--- src/common/uarx_consts.svh ---
// Register offsets, field positions, reset values and sampling counts of the receive front end
`ifndef UARX_CONSTS_SVH
`define UARX_CONSTS_SVH

// ==========================================
// Register byte addresses
`define UARX_CTRL_OFF 8'hc0
`define UARX_CFG_OFF 8'hc4
`define UARX_BAUD_OFF 8'hc8
`define UARX_DATA_OFF 8'hcc

// ==========================================
// Control and status fields
`define UARX_CTRL_FILT_BIT 0
`define UARX_CTRL_DBL_BIT 1
`define UARX_CTRL_FE_BIT 4
`define UARX_CTRL_RXC_BIT 7

// ==========================================
// Configuration fields and ninth data bit
`define UARX_CFG_EN_BIT 0
`define UARX_CFG_CSZ_LSB 1
`define UARX_CFG_CSZ_MSB 3
`define UARX_CFG_PAR_BIT 4
`define UARX_DATA_NINTH_BIT 8

// ==========================================
// Reset value and nine-bit size code
`define UARX_CSZ_RST 3'h3
`define UARX_CSZ_NINE 3'h7

// ==========================================
// Samples per bit, first voting sample and longest frame in bits
`define UARX_SPB_NORM 5'h10
`define UARX_SPB_DBL 5'h08
`define UARX_SF_NORM 5'h08
`define UARX_SF_DBL 5'h04
`define UARX_FRAME_MAX 4'ha

`endif

--- src/common/uarx_pkg.sv ---
// Types shared by the receive front end
package uarx_pkg;
  typedef enum logic [1:0] {
    UARX_IDLE  = 2'b00,
    UARX_START = 2'b01,
    UARX_DATA  = 2'b10,
    UARX_STOP  = 2'b11
  } uarx_state_e;
  typedef logic [4:0] uarx_samp_t;
endpackage

--- src/core/uarx_rx.sv ---
// Asynchronous receive front end with start qualification, majority vote and address filter
//
// Chosen here: the register offsets and register access over Wishbone.
`include "uarx_consts.svh"

module uarx_rx import uarx_pkg::*; #(
  parameter int DIV_W = 12
) (
  input wire logic SYS_CLK,
  input wire logic RSTN,
  input wire logic RXD,
  input wire logic WB_CYC_I,
  input wire logic WB_STB_I,
  input wire logic WB_WE_I,
  input wire logic [7:0] WB_ADR_I,
  input wire logic [3:0] WB_SEL_I,
  input wire logic [31:0] WB_DAT_I,
  output logic WB_ACK_O,
  output logic [31:0] WB_DAT_O,
  output logic RX_COMPLETE
);

  generate
    if (DIV_W < 8 || DIV_W > 16) begin : g_bad_width
      $error("uarx_rx: DIV_W must be 8 to 16");
    end
  endgenerate

  // ==========================================
  // Decoding helpers
  function automatic logic maj3(input logic [2:0] v);
    maj3 = (v[0] & v[1]) | (v[0] & v[2]) | (v[1] & v[2]);
  endfunction

  function automatic logic [3:0] data_bits(input logic [2:0] csz);
    case (csz)
      3'h0: data_bits = 4'h5;
      3'h1: data_bits = 4'h6;
      3'h2: data_bits = 4'h7;
      `UARX_CSZ_NINE: data_bits = 4'h9;
      default: data_bits = 4'h8;
    endcase
  endfunction

  // ==========================================
  // Declarations
  logic filt_q, filt_d;
  logic dbl_q, dbl_d;
  logic en_q, en_d;
  logic par_q, par_d;
  logic [2:0] csz_q, csz_d;
  logic [DIV_W-1:0] baud_q, baud_d;
  logic ack_q, ack_d;
  logic [31:0] rdata_q, rdata_d;
  uarx_state_e state_q, state_d;
  uarx_samp_t cnt_q, cnt_d;
  logic [3:0] bit_q, bit_d;
  logic [9:0] shift_q, shift_d;
  logic [2:0] vote_q, vote_d;
  logic last_q, last_d;
  logic done_q, done_d;
  logic [8:0] data_q, data_d;
  logic fe_q, fe_d;
  logic rxc_q, rxc_d;
  logic tick;
  logic req, bus_edge, wr, pop, commit, keep, type_bit, bit_v, in_vote, vote_end;
  uarx_samp_t spb, sf, samp_n;
  logic [2:0] vote_new;
  logic [3:0] dbits, nbits;
  logic [9:0] aligned;
  logic [8:0] dmask;
  logic [15:0] baud16;

  // ==========================================
  // Sample clock
  // divisor sixteen or eight
  assign spb = dbl_q ? `UARX_SPB_DBL : `UARX_SPB_NORM;
  assign sf = dbl_q ? `UARX_SF_DBL : `UARX_SF_NORM;

  uarx_tick_gen #(.DIV_W(DIV_W)) u_tick (
    .clk(SYS_CLK),
    .rst_n(RSTN),
    .en(en_q),
    .divisor(baud_q),
    .tick(tick)
  );

  // ==========================================
  // Sample position and vote
  // sample number wraps per bit
  assign samp_n = (cnt_q >= spb) ? 5'h01 : cnt_q + 5'h01;
  assign in_vote = (samp_n >= sf) && (samp_n <= sf + 5'h02);
  assign vote_end = (samp_n == sf + 5'h02);
  assign vote_new = {vote_q[1:0], RXD};
  assign bit_v = maj3(vote_new);

  assign dbits = data_bits(csz_q);
  assign nbits = dbits + {3'h0, par_q};
  assign aligned = shift_q >> (`UARX_FRAME_MAX - nbits);
  assign dmask = 9'h1ff >> (4'h9 - dbits);
  // type from stop or ninth bit
  assign type_bit = (dbits == 4'h9) ? aligned[8] : bit_v;
  assign keep = !(filt_q && !type_bit);

  // ==========================================
  // Bit recovery state machine
  always_comb begin
    state_d = state_q;
    cnt_d = cnt_q;
    bit_d = bit_q;
    shift_d = shift_q;
    vote_d = vote_q;
    last_d = last_q;
    done_d = done_q;
    commit = 1'b0;
    if (!en_q) begin
      state_d = UARX_IDLE;
      cnt_d = 5'h00;
      bit_d = 4'h0;
      done_d = 1'b0;
      last_d = 1'b0;
    end else if (tick) begin
      last_d = RXD;
      if (state_q != UARX_IDLE && in_vote) begin
        vote_d = vote_new;
      end
      case (state_q)
        UARX_IDLE: begin
          if (last_q && !RXD) begin
            state_d = UARX_START;
            cnt_d = 5'h01;
            vote_d = 3'h0;
          end
        end
        UARX_START: begin
          cnt_d = samp_n;
          if (vote_end) begin
            state_d = bit_v ? UARX_IDLE : UARX_DATA;
            bit_d = 4'h0;
          end
        end
        UARX_DATA: begin
          cnt_d = samp_n;
          if (vote_end) begin
            shift_d = {bit_v, shift_q[9:1]};
            if (bit_q == nbits - 4'h1) begin
              state_d = UARX_STOP;
            end else begin
              bit_d = bit_q + 4'h1;
            end
          end
        end
        UARX_STOP: begin
          cnt_d = samp_n;
          if (done_q) begin
            // Double speed holds off the next edge by one sample
            state_d = UARX_IDLE;
            done_d = 1'b0;
          end else if (vote_end) begin
            // only the first stop bit counts
            commit = 1'b1;
            if (dbl_q) begin
              done_d = 1'b1;
            end else begin
              state_d = UARX_IDLE;
            end
          end
        end
        default: begin
          state_d = UARX_IDLE;
        end
      endcase
    end
  end

  always_ff @(posedge SYS_CLK) begin
    if (!RSTN) begin
      state_q <= UARX_IDLE;
      cnt_q <= 5'h00;
      bit_q <= 4'h0;
      shift_q <= 10'h000;
      vote_q <= 3'h0;
      last_q <= 1'b0;
      done_q <= 1'b0;
    end else begin
      state_q <= state_d;
      cnt_q <= cnt_d;
      bit_q <= bit_d;
      shift_q <= shift_d;
      vote_q <= vote_d;
      last_q <= last_d;
      done_q <= done_d;
    end
  end

  // ==========================================
  // Receive holding register
  always_comb begin
    data_d = data_q;
    fe_d = fe_q;
    rxc_d = rxc_q;
    if (!en_q) begin
      rxc_d = 1'b0;
      fe_d = 1'b0;
    end else if (commit && keep) begin
      data_d = aligned[8:0] & dmask;
      fe_d = !bit_v;
      rxc_d = 1'b1;
    end else if (pop) begin
      // New frame wins over a read in the same cycle
      rxc_d = 1'b0;
      // Error flag leaves together with its frame
      fe_d = 1'b0;
    end
  end

  always_ff @(posedge SYS_CLK) begin
    if (!RSTN) begin
      data_q <= 9'h000;
      fe_q <= 1'b0;
      rxc_q <= 1'b0;
    end else begin
      data_q <= data_d;
      fe_q <= fe_d;
      rxc_q <= rxc_d;
    end
  end

  // ==========================================
  // Wishbone slave
  assign req = WB_CYC_I && WB_STB_I;
  // Accesses take effect on the edge that sees ack high
  assign bus_edge = req && ack_q;
  assign wr = bus_edge && WB_WE_I;
  assign pop = bus_edge && !WB_WE_I && (WB_ADR_I == `UARX_DATA_OFF);
  assign baud16 = 16'(baud_q);

  always_comb begin
    logic [15:0] b;
    b = baud16;
    filt_d = filt_q;
    dbl_d = dbl_q;
    en_d = en_q;
    par_d = par_q;
    csz_d = csz_q;
    ack_d = req && !ack_q;
    rdata_d = rdata_q;
    if (wr && WB_ADR_I == `UARX_CTRL_OFF && WB_SEL_I[0]) begin
      filt_d = WB_DAT_I[`UARX_CTRL_FILT_BIT];
      dbl_d = WB_DAT_I[`UARX_CTRL_DBL_BIT];
    end
    if (wr && WB_ADR_I == `UARX_CFG_OFF && WB_SEL_I[0]) begin
      en_d = WB_DAT_I[`UARX_CFG_EN_BIT];
      csz_d = WB_DAT_I[`UARX_CFG_CSZ_MSB:`UARX_CFG_CSZ_LSB];
      par_d = WB_DAT_I[`UARX_CFG_PAR_BIT];
    end
    if (wr && WB_ADR_I == `UARX_BAUD_OFF) begin
      if (WB_SEL_I[0]) begin
        b[7:0] = WB_DAT_I[7:0];
      end
      if (WB_SEL_I[1]) begin
        b[15:8] = WB_DAT_I[15:8];
      end
    end
    baud_d = b[DIV_W-1:0];
    if (req && !ack_q) begin
      rdata_d = 32'h0000_0000;
      case (WB_ADR_I)
        `UARX_CTRL_OFF: begin
          rdata_d[`UARX_CTRL_RXC_BIT] = rxc_q;
          rdata_d[`UARX_CTRL_FE_BIT] = fe_q;
          rdata_d[`UARX_CTRL_DBL_BIT] = dbl_q;
          rdata_d[`UARX_CTRL_FILT_BIT] = filt_q;
        end
        `UARX_CFG_OFF: begin
          rdata_d[`UARX_CFG_EN_BIT] = en_q;
          rdata_d[`UARX_CFG_CSZ_MSB:`UARX_CFG_CSZ_LSB] = csz_q;
          rdata_d[`UARX_CFG_PAR_BIT] = par_q;
        end
        `UARX_BAUD_OFF: rdata_d[15:0] = baud16;
        `UARX_DATA_OFF: rdata_d[8:0] = data_q;
        default: rdata_d = 32'h0000_0000;
      endcase
    end
  end

  always_ff @(posedge SYS_CLK) begin
    if (!RSTN) begin
      filt_q <= 1'b0;
      dbl_q <= 1'b0;
      en_q <= 1'b0;
      par_q <= 1'b0;
      csz_q <= `UARX_CSZ_RST;
      baud_q <= '0;
      ack_q <= 1'b0;
      rdata_q <= 32'h0000_0000;
    end else begin
      filt_q <= filt_d;
      dbl_q <= dbl_d;
      en_q <= en_d;
      par_q <= par_d;
      csz_q <= csz_d;
      baud_q <= baud_d;
      ack_q <= ack_d;
      rdata_q <= rdata_d;
    end
  end

  assign WB_ACK_O = ack_q;
  assign WB_DAT_O = rdata_q;
  assign RX_COMPLETE = rxc_q;
endmodule

--- src/core/uarx_tick_gen.sv ---
// Oversampling tick generator: one pulse every divisor plus one system clocks
module uarx_tick_gen #(
  parameter int DIV_W = 12
) (
  input wire logic clk,
  input wire logic rst_n,
  input wire logic en,
  input wire logic [DIV_W-1:0] divisor,
  output logic tick
);
  logic [DIV_W-1:0] cnt_q, cnt_d;
  logic tick_q, tick_d;

  generate
    if (DIV_W < 1 || DIV_W > 16) begin : g_bad_width
      $error("uarx_tick_gen: DIV_W must be 1 to 16");
    end
  endgenerate

  always_comb begin
    cnt_d = cnt_q;
    tick_d = 1'b0;
    if (!en) begin
      cnt_d = '0;
    end else if (cnt_q >= divisor) begin
      // Compare with >= so a shrinking divisor never strands the count
      cnt_d = '0;
      tick_d = 1'b1;
    end else begin
      cnt_d = cnt_q + 1'b1;
    end
  end

  always_ff @(posedge clk) begin
    if (!rst_n) begin
      cnt_q <= '0;
      tick_q <= 1'b0;
    end else begin
      cnt_q <= cnt_d;
      tick_q <= tick_d;
    end
  end

  assign tick = tick_q;
endmodule

--- config.mk ---
export PLATFORM = sky130hd
export DESIGN_NAME = uarx_rx
export DESIGN_NICKNAME = d
export VERILOG_FILES = /design/src/common/uarx_pkg.sv /design/src/core/uarx_rx.sv /design/src/core/uarx_tick_gen.sv
export VERILOG_INCLUDE_DIRS = /design/src /design/src/common
export SDC_FILE = /design/constraint.sdc
export NUM_CORES = 1
export LEC_CHECK = 0
export BUFFER_PORTS_ARGS = -buffer_cell sky130_fd_sc_hd__buf_4
export CAP_MARGIN = 20
export CORE_ASPECT_RATIO = 0.75
export CORE_UTILIZATION = 55
export DETAILED_ROUTE_END_ITERATION = 10
export GPL_TIMING_DRIVEN = 0
export PLACE_DENSITY = 0.79
export SLEW_MARGIN = 20
export SYNTH_ARGS = -nofsm -noshare
export SYNTH_HDL_FRONTEND = slang
export SYNTH_HIERARCHICAL = 1
export SYNTH_SLANG_ARGS = --single-unit
--- constraint.sdc ---
create_clock -name SYS_CLK -period 4.05 [get_ports SYS_CLK]
set_input_delay 0.81 -clock SYS_CLK [delete_from_list [all_inputs] [get_ports SYS_CLK]]
set_output_delay 0.81 -clock SYS_CLK [all_outputs]
set_load 0.05 [all_outputs]
==> results by group, run 1 <==
Status
  – Outcome: complete, but fails checks
  – Failing checks: DRC

Yosys
  – Mean Syn Cell Area: 8.64 sq um
  – Prevailing post-synth register cell: dfxtp_1
  – Register area share after synthesis: about a third
  – YS warnings: 6
  – Seq cells post-synth: 81
  – Netlist cell types: 67
  – FFs w/ async S/R, synth: 0%
  – Mapped Area: 4940 sq um
  – Number of synthesized flops with an enable pin: 0
  – Gate Count Post-Synth: about 570

Clock network
  – Clock Latency Late Sink: 0.35 ns
  – CTS tree: yes
  – Clk root buf: clkbuf_16
  – # clock sinks: 81
  – Post_cts resized: 0
  – Postcts setup bufs: 0
  – H-tree levels: 3
  – Num CTS Buffers: 9
  – Clock transition at path regs: 0.06 ns
  – # hold bufs at CTS: 0
  – Max clock buf depth: 2

Setup path
  – R2r worst-path depth: 12
  – WP depth: 12
  – Reg2reg end: data_q[1]
  – Req. time, crit path: 4.26 ns
  – Worst Path Buf+Inv: 3
  – Critical path capture point: data_q[1]
  – Crit path arrival time: 3.60 ns
  – Critical Path, Cell by Cell: buf_4 -> nand3_1 -> o21a_1 -> inv_1 -> ha_1 -> ha_1 -> ha_1 -> clkbuf_1 -> mux4_2 -> and3_1 -> o21ai_0 -> mux2i_1
  – CP endpoint kind: flip-flop
  – Critical path launch point type: flip-flop
  – CP startpoint: csz_q[0]
  – CP Class: reg2reg
  – CP max FO: 10
  – CP max-delay cell: ha_1
  – Max incr delay on CP: 0.44 ns
  – Worst R2R Setup Slack: about 0.66 ns
  – CP delay by family, top: adder cells
  – Most used cell, CP: ha_1
  – Worst R2R Start: csz_q[0]

Power
  – Switching Share: 22.7%
  – Leak: 0.00243 uW
  – PwrDens: about 320 nW/um^2
  – Sequential Power Share: around 43%
  – Pint: 1450 uW
  – VDD IR max: around 0.20 mV
  – Clock power frac: roughly half
  – Comb power frac: 6.6%
  – P_sw: roughly 430 uW

Route
  – DRC viols: 11
  – WL final: 11500 um
  – Antenna Nets Post-Route: 0
  – Vias: 4239
  – DR pass1 iterations: 8
  – Vias per Instance: 5.61
  – WL per Instance: 15.3 um
  – Initial DRC Count: 268

STA
  – Max Freq: 0.295 GHz
  – Worst Setup Slack, final: 0.658 ns
  – Rel. slew slack: around half
  – Final setup viols: 0
  – Tmin final: 3.39 ns
  – Worst Skew: 0.00771 ns
  – Hold Violations, Final: 0
  – Max Slew Vio Count: 0
  – Period Utilization, post-route: 83.7%
  – Worst-Margin Slew: 0.762 ns
  – Total negative slack: 0 ns
  – RSZ-0062 raised after global routing: no

Floorplanning
  – Die footprint: 9380 sq um
  – Core area: 8600 sq um
  – Number of I/O pins: 84
  – Die Y: 84.1 um
  – Initial Utilization: a little under three fifths
  – Die X: roughly 110 um
  – Row cnt: 29

Run
  – Max-Cap Viols: 0

Cells and area
  – Diode count: 0
  – Share of layout cells above drive strength 1: ~17%
  – Most frequent cells in the layout: dfxtp_1 (81), nor2_1 (78), buf_4 (62)
  – Post-layout nets: just over 700
  – Utilization after layout: between 60% and 70%
  – Most common cell after layout, fill and taps aside: dfxtp_1
  – Fill cells: 702
  – Area Overhead vs Synth: 17.4%

Place
  – GPL Wtd Cong: 0.849
  – Place WS: 0.823 ns
  – Port bufs: 41
  – Hpwl dp: 8740 um

Global route
  – Vias in the first global route: 3960
  – Global route overflow: 0
  – Initial antenna violation count: 0
  – First-pass GRT wire length: between 15000 and 20000 um
  – Gr usage total: 25.9%
  – Largest net degree at the start of global routing: 15

Hold path
  – Hold path cells: 2
  – HP Class: reg2reg
## worst min path at each step
stage          slack, ns             from         endpoint
2_1_floorplan       0.43  u_tick/cnt_q[0]  u_tick/cnt_q[0]
3_3_place_gp        0.44     WB_DAT_O[10]     WB_DAT_O[10]
3_5_place_dp        0.45     WB_DAT_O[10]     WB_DAT_O[10]
4_1_cts             0.46     WB_DAT_O[10]     WB_DAT_O[10]
5_1_grt             0.48        data_q[0]        data_q[0]
6_report            0.46     WB_DAT_O[10]     WB_DAT_O[10]
## sequential cells by signal (all words and copies together) (netlist names), 2 cells and up, named ones only
name          cells
WB_DAT_O         12
baud_q           12
u_tick/cnt_q     12
shift_q          10
data_q            9
cnt_q             5
bit_q             4
csz_q             3
vote_q            2
## stage by stage
step / power, uW / area (sq um) / cells / hold slack (ns)
5_1_grt: 1920 / 5800 / 756 / 0.485
6_report: 1870 / 5800 / 756 / 0.457
3_3_place_gp: 939 / 5460 / 740 / 0.445
3_5_place_dp: 940 / 5460 / 740 / 0.450
4_1_cts: 1880 / 5800 / 756 / 0.458
2_1_floorplan: 905 / 5020 / 591 / 0.426
## synthesized netlist by cell type, drive strengths merged, types with 4 or more instances
master | n | area share (%)
inv | 29 | 2.3
and3 | 6 | 0.78
a22oi | 9 | 1.4
nand3 | 27 | 2.8
nand2 | 48 | 3.6
nor3 | 11 | 1.3
nor2b | 7 | 0.89
clkbuf | 19 | 1.4
a211o | 5 | 0.89
o21ai | 15 | 1.5
dfxtp | 81 | 33
a211oi | 5 | 0.76
mux2i | 48 | 9.7
mux4 | 9 | 4.1
ha | 29 | 7.3
nand2b | 5 | 0.63
nor2 | 79 | 6.0
buf | 32 | 4.8
a21o | 4 | 0.61
xor2 | 4 | 0.71
a21oi | 17 | 1.7
xnor2 | 16 | 2.8
nand4 | 9 | 1.1
## metal layers
layer  wire length, um  up-vias  global-route usage [%]
li1                  -     2112                       -
met1              5480     1987                    34.6
met2              5220      123                    41.7
met3               668       17                    5.81
met4               178        0                    8.85
met5                 0        -                       0
## final cells by class
| cell class | instances | area, sq um | share of cell area [%] |
|---|---|---|---|
| buffer | 51 | 308 | 5.30 |
| clock buffer | 10 | 229 | 3.95 |
| clock inverter | 6 | 115 | 1.98 |
| inverter | 30 | 115 | 1.98 |
| multi-input combinational | 429 | 2970 | 51.2 |
| sequential | 81 | 1620 | 27.9 |
| tap | 108 | 135 | 2.33 |
| timing repair buffer | 41 | 308 | 5.30 |
## worst min-delay path, cell delays in order (launching register included)
cell and delay (ns):
dfxtp_1 0.31, nand2_1 0.05, a21oi_1 0.05
## kinds of logic (layout without fill, tap and decap cells)
family	count (synthesis)	in the layout	share of synthesized area [%]
AOI/OAI and AO/OA	84	84	11.8
xor gates and xnor gates	21	21	4.02
adders and majority gates	30	30	7.54
buffers and inverters	81	138	8.55
DFF	81	81	32.8
muxes	60	60	14.5
other	1	20	0.0758
and+or+nand+nor	214	214	20.7
## power groups by stage
stage          combinational (uW)  clock [uW]  sequential, uW
2_1_floorplan                79.3           0             825
3_3_place_gp                  121           0             818
3_5_place_dp                  122           0             818
4_1_cts                       122         958             800
5_1_grt                       131         988             800
6_report                      123         949             800
(Power assumes the default switching activity.)
==> run 2, diff against run 1 <==
CORE_UTILIZATION = 51   (was 55)
PLACE_DENSITY = 0.77   (was 0.79)
clock period = 2.9 ns   (was 4.05 ns; I/O delays follow)
==> run 2 against run 1 <==
Effect of this change: the run now ends clean; power up 24%; largest power group is now registers; cell count increased by 4.6%; highest routed layer unchanged; die area is 7.7% higher; non-clock buffer count rose by 17; largest cell class unchanged; critical endpoint is now data_q[0]; register-to-register slack got worse by 0.65 ns; sequential power increased by 40%; sequential share of layout area down 1.1 points; worst hold slack got worse by 0.0061 ns.
==> results by group, run 2 (synthesis gave the netlist of run 1 again) <==
Clock network
  – H-tree levels: 3 (unchanged)
  – # clock sinks: 81 (unchanged)
  – Clk root buf: clkbuf_16
  – CTS tree: yes
  – Clock Latency Late Sink: 0.34 ns (about the same)
  – Num CTS Buffers: 9 (unchanged)
  – Clock transition at path regs: 0.07 ns (about the same)
  – Max clock buf depth: 2 (unchanged)

Route
  – Vias: 4450 (+5.0%)
  – Met1 Wirelength: 5700 um (+4.1%)
  – WL final: 12900 um (+12%)
  – Vias per Instance: 5.63 (+0.33%)
  – Met3 wire len: 992 um (+49%)
  – Met2 WL post-DR: 6010 um (+15%)
  – DR pass1 iterations: 5 (-3)
  – Top sig layer: met4
  – WL per Instance: 16.3 um (+6.9%)
  – Antenna Nets Post-Route: 0 (unchanged)
  – DRC viols: 0 (-11)
  – Initial DRC Count: 472 (+76%)

Global route
  – First-pass GRT wire length: 19700 um (+2.1%)
  – Initial antenna violation count: 0 (unchanged)
  – Largest net degree at the start of global routing: 14 (-1)
  – Vias in the first global route: 4010 (+1.3%)
  – Global route overflow: 0 (unchanged)
  – Gr usage total: 25.5% (-0.41 points)

Setup path
  – Reg2reg end: data_q[0]
  – Worst R2R Start: csz_q[2]
  – CP max FO: 5 (-5)
  – Crit path arrival time: 3.11 ns (-0.49 ns)
  – CP Class: reg2reg
  – Critical path launch point type: flip-flop
  – Req. time, crit path: 3.12 ns (-1.14 ns)
  – Worst R2R Setup Slack: 0.01 ns (-0.65 ns)
  – R2r worst-path depth: 14 (+2)
  – CP endpoint kind: flip-flop

Cells and area
  – Area of the multi-input gates: 3130 sq um (+5.2%)
  – Fill cells: 782 (+11%)
  – Diode count: 0 (unchanged)
  – Most common cell after layout, fill and taps aside: buf_4
  – Layout Cells excl Fill: 791 (+4.6%)
  – Share of layout cells above drive strength 1: 23.2% (+6.3 points)
  – Area Overhead vs Synth: 23.0%
  – Post-layout nets: 739 (+2.4%)
  – Most frequent cells in the layout: buf_4 (79), dfxtp_1 (76), nor2_1 (75)
  – Utilization after layout: 65.9% (-1.6 points)
  – Register area: 1630 sq um (+0.54%)

Place
  – Port bufs: 41 (unchanged)
  – Placed instance count: 760 (+2.7%)
  – GPL Wtd Cong: 0.833 (-1.9%)
  – Hpwl dp: 9010 um (+3.1%)

STA
  – Period Utilization, post-route: 99.5% (+16 points)
  – Hold Violations, Final: 0 (unchanged)
  – Rel. slew slack: 43.8% (-4.9 points)
  – Total negative slack: 0 ns (unchanged)
  – Final setup viols: 0 (unchanged)
  – Hold_ws: 0.451 ns (-0.00609 ns)
  – Max Slew Vio Count: 0 (unchanged)
  – Worst-Margin Slew: 0.836 ns (+0.0736 ns)
  – Worst Skew: 0.0123 ns (+0.00457 ns)
  – Tmin final: 2.89 ns (-0.505 ns)
  – Max Freq: 0.346 GHz (+17%)

Floorplanning
  – Number of I/O pins: 84 (unchanged)
  – Die Y: 87.3 um (+3.8%)
  – Row cnt: 30 (+3.4%)
  – Die footprint: 10100 sq um (+7.7%)
  – Initial Utilization: 53.6% (-4.0 points)
  – Core area: 9230 sq um (+7.4%)
  – Die X: 116 um (+3.8%)

Power
  – Leak: 0.00250 uW (+3.0%)
  – PnR Total Power: 2320 uW (+24%)
  – VDD IR max: 0.252 mV (+28%)
  – PwrDens: 381 nW/um^2 (+18%)

Hold path
  – Hold path cells: 2 (unchanged)
  – Hold Crit Endpoint: WB_DAT_O[11]
  – HP Class: reg2reg
  – Worst hold start: WB_DAT_O[11]

Run
  – Max-Cap Viols: 0 (unchanged)

Status
  – Outcome: complete, no violations
[run 2: worst max-delay path, cell delays in order (launching register included)]
cell and delay (ns):
dfxtp_2 0.32, buf_6 0.12, nand3_4 0.08, o21a_1 0.15
inv_2 0.06, ha_4 0.17, ha_4 0.17, buf_4 0.14
a21o_1 0.17, mux2i_1 0.17, o22ai_2 0.13, or4b_4 0.56
a31o_4 0.27, buf_6 0.14, mux2i_1 0.11
[run 2: repair_timing]
item                                    4_1_cts  5_1_grt
pin swaps                                     7       12
buffers inserted                              4       15
hold buffers                                  0        0
endpoints found under the setup margin       29       28
gates cloned                                  0        1
resized for setup                            22       27
[run 2: area by class of cell]
cell class                 count  share of cell area (%)
clock inverter                 4                   0.514
timing repair buffer          61                    7.65
buffer                        48                    5.33
inverter                      30                    1.89
sequential                    81                    26.8
clock buffer                  10                    3.77
multi-input combinational    429                    51.4
tap                          128                    2.63
[run 2: metal layers]
| metal | vias up | track usage (%) |
|---|---|---|
| li1 | 2145 | - |
| met3 | 22 | 4.94 |
| met2 | 182 | 42.4 |
| met4 | 0 | 6.99 |
| met5 | - | 0 |
| met1 | 2101 | 34.0 |
[run 2: metrics by stage]
step	setup slack (ns)	area, sq um
6_report	0.0133	6080
5_1_grt	-0.0451	6080
4_1_cts	0.00174	5860
3_5_place_dp	-0.382	5480
3_3_place_gp	-0.268	5480
2_1_floorplan	0.0777	5020
[run 2: worst max-delay path by stage]
stage | startpoint | endpoint | slack (ns)
after floorplan | csz_q[0] | data_q[1] | 0.08
after global placement | dbl_q | data_q[0] | -0.27
after detailed placement | dbl_q | data_q[0] | -0.38
after CTS | dbl_q | data_q[0] | 0.002
after global routing | csz_q[2] | data_q[1] | -0.05
final | csz_q[2] | data_q[0] | 0.01
[run 2: power by group]
group          total (uW)  switching, uW  internal (uW)
clock                1030            454            573
combinational         175            117           58.3
sequential           1120           2.16           1110
total                2320            573           1750
==> run 3, diff against run 2 <==
CORE_UTILIZATION = 52   (was 51)
PLACE_DENSITY = 0.78   (was 0.77)
SYNTH_HIERARCHICAL = default   (was 1)
==> run 3 against run 2 <==
Effect of this change: design area rose by 8.6%; sequential power barely moved; combinational power barely moved; sequential cell count did not move; via count rose by 7.2%; highest routed layer unchanged; clock skew fell by 0.0071 ns; critical endpoint is now bit_q[3]; worst setup slack improved by 0.035 ns; largest power group is now the clock network; non-clock buffer count rose by 11; area after synthesis rose by 4.7%; clock power rose by 23%.
==> results by group, run 3 <==
Status
  – Outcome: complete, no violations

Route
  – Vias per Instance: 5.74 (+2.0%)
  – DR pass1 iterations: 5 (unchanged)
  – Antenna Nets Post-Route: 0 (unchanged)
  – Vias: 4770 (+7.2%)
  – WL per Instance: 16.5 um (+0.93%)
  – WL final: 13700 um (+6.0%)
  – Initial DRC Count: 363 (-23%)
  – DRC viols: 0 (unchanged)

Power
  – Leak: 0.00254 uW (+1.6%)
  – VDD IR max: 0.343 mV (+36%)
  – PnR Total Power: 2560 uW (+10%)
  – PwrDens: 387 nW/um^2 (+1.5%)

Setup path
  – Critical path launch point type: flip-flop
  – CP startpoint: csz_q[1]
  – Worst R2R Start: csz_q[1]
  – CP Class: reg2reg
  – CP endpoint kind: flip-flop
  – CP max FO: 8 (+3)
  – Req. time, crit path: 3.19 ns (+0.07 ns)
  – R2r worst-path depth: 11 (-3)
  – Crit path arrival time: 3.14 ns (+0.03 ns)

Yosys
  – Synth area leaders: dfxtp_1 (31%), mux2i_1 (8.9%), ha_1 (7.0%), nor2b_1 (4.5%), nand2_1 (4.3%)
  – Post-synth top cells: dfxtp_1 (81), nand2_1 (60), mux2i_1 (46)
  – Netlist cell types: 67 (unchanged)
  – Number of synthesized flops with an enable pin: 0 (unchanged)
  – Share of the synthesized area in the top cell type: 31.3% (-1.5 points)
  – FFs w/ async S/R, synth: 0% (unchanged)
  – Gate Count Post-Synth: 597 (+4.4%)
  – YS warnings: 0 (-6)
  – Seq cells post-synth: 81 (unchanged)
  – Mean Syn Cell Area: 8.67 sq um (+0.35%)
  – Count leader, synth: dfxtp_1
  – Register area share after synthesis: 31.3% (-1.5 points)
  – Leading area contributor after synthesis: dfxtp_1
  – Prevailing post-synth register cell: dfxtp_1
  – Mapped Area: 5180 sq um (+4.7%)

Hold path
  – Worst hold start: data_q[3]
  – HP Class: reg2reg
  – Hold path cells: 2 (unchanged)

STA
  – Max Freq: 0.351 GHz (+1.2%)
  – Final setup viols: 0 (unchanged)
  – Max Slew Vio Count: 0 (unchanged)
  – Worst-Margin Slew: 0.886 ns (+0.0497 ns)
  – Hold Violations, Final: 0 (unchanged)
  – Tmin final: 2.85 ns (-0.0348 ns)
  – Period Utilization, post-route: 98.3% (-1.2 points)
  – Rel. slew slack: 40.3% (-3.4 points)
  – Worst Skew: 0.00522 ns (-0.00706 ns)

Place
  – Placed instance count: 788 (+3.7%)
  – GPL Wtd Cong: 0.855 (+2.8%)
  – Port bufs: 40 (-2.4%)
  – Hpwl dp: 9290 um (+3.1%)

Clock network
  – Clk root buf: clkbuf_16
  – Clock Latency Late Sink: 0.34 ns (about the same)
  – # hold bufs at CTS: 0 (unchanged)
  – # clock sinks: 81 (unchanged)
  – CTS tree: yes
  – Num CTS Buffers: 9 (unchanged)
  – Max clock buf depth: 2 (unchanged)
  – Clock transition at path regs: 0.07 ns (about the same)
  – H-tree levels: 3 (unchanged)

Floorplanning
  – Die Y: 88.4 um (+1.3%)
  – Core area: 9660 sq um (+4.6%)
  – Number of I/O pins: 84 (unchanged)
  – Row cnt: 31 (+3.3%)
  – Initial Utilization: 53.6% (+0.071 points)
  – Die footprint: 10400 sq um (+2.7%)
  – Die X: 117 um (+1.3%)

Cells and area
  – Most common cell after layout, fill and taps aside: buf_4
  – Most frequent cells in the layout: buf_4 (86), dfxtp_1 (76), nand2_1 (60)
  – Diode count: 0 (unchanged)
  – Area Overhead vs Synth: 27.5%
  – Layout Cells excl Fill: 831 (+5.1%)
  – Share of layout cells above drive strength 1: 25.6% (+2.4 points)
  – Post-layout nets: 773 (+4.6%)

Run
  – Max-Cap Viols: 0 (unchanged)

Global route
  – Largest net degree at the start of global routing: 16 (+2)
  – Vias in the first global route: 4243 (+5.8%)
  – First-pass GRT wire length: 20300 um (+3.0%)
  – Initial antenna violation count: 0 (unchanged)
  – Gr usage total: 25.4% (-0.10 points)
  – Global route overflow: 0 (unchanged)
[run 3: cell count changes in the layout (fill, tap and decap cells not counted), sizes merged, moves of 5 or more]
cell	previous run	this run
nand2	48	62
o21ai	15	23
a22oi	9	4
buf	92	97
xor2	4	11
nor2	79	21
a21boi	3	10
clkbuf	27	32
nor2b	7	37
[run 3: metal layers]
layer	GRT usage, %	wire (um)	part of all wire, %
met2	42.9	6430	47
met5	0	0	0
met4	6.21	192	1.4
met3	5.00	794	5.8
met1	33.5	6260	46
[run 3: path summary, 6_finish.rpt]
path,end,slack [ns]
worst min-delay path,data_q[3],0.46
worst min register to register,data_q[3],0.46
worst max register to register,bit_q[3],0.05
worst max-delay path,bit_q[3],0.05
[run 3: final cells by class]
class                   count  area [sq um]
repair buffers             69           538
plain buffers              51           322
multi-input cells         456          3520
well taps                 132           165
inverters                  26           100
clock buffers               9           225
flip-flops and latches     81          1630
clock inverters             7           101
fillers                   754          3060
[run 3: timing repair]
item	4_1_cts	5_1_grt
gates resized for setup	38	33
cloned	0	1
setup endpoints to repair	30	30
buffers inserted	12	16
pin swaps	10	16
[run 3: where the power goes]
group          switching [uW]  internal (uW)
Sequential               1.88           1110
Clock                     501            765
Combinational             113           62.5
Total                     616           1940
[run 3: kinds of logic after synthesis]
kind of cell / count (synthesis) / synth area share (%)
compound gates: 102 / 13.8
xor+xnor: 24 / 4.35
fa+ha+maj: 30 / 7.20
buf+inv: 79 / 7.54
flops: 81 / 31.3
mux: 56 / 12.4
other cells: 1 / 0.0724
simple gates: 224 / 23.2
[run 3: worst max-delay path: stages (launching register included)]
cell and delay (ns):
dfxtp_1 0.31, buf_6 0.14, a21o_4 0.26, inv_4 0.12, ha_2 0.28, nand2_2 0.11, xor3_1 0.37, or3_4 0.35
a311oi_4 0.33, buf_4 0.18, mux2_4 0.30, nand2_2 0.05
[run 3: through the flow]
step	TNS, ns	utilization [%]	cell area (sq um)	worst slack [ns]	hold slack, ns
final	0	68.4	6600	0.0481	0.456
after global routing	-0.0975	68.4	6600	-0.0272	0.483
after CTS	0	65.7	6350	0.00307	0.461
after detailed placement	-10.13	59.6	5760	-0.453	0.451
after global placement	-7.92	59.6	5760	-0.387	0.451
after floorplan	-0.0102	-	5290	-0.0102	0.435
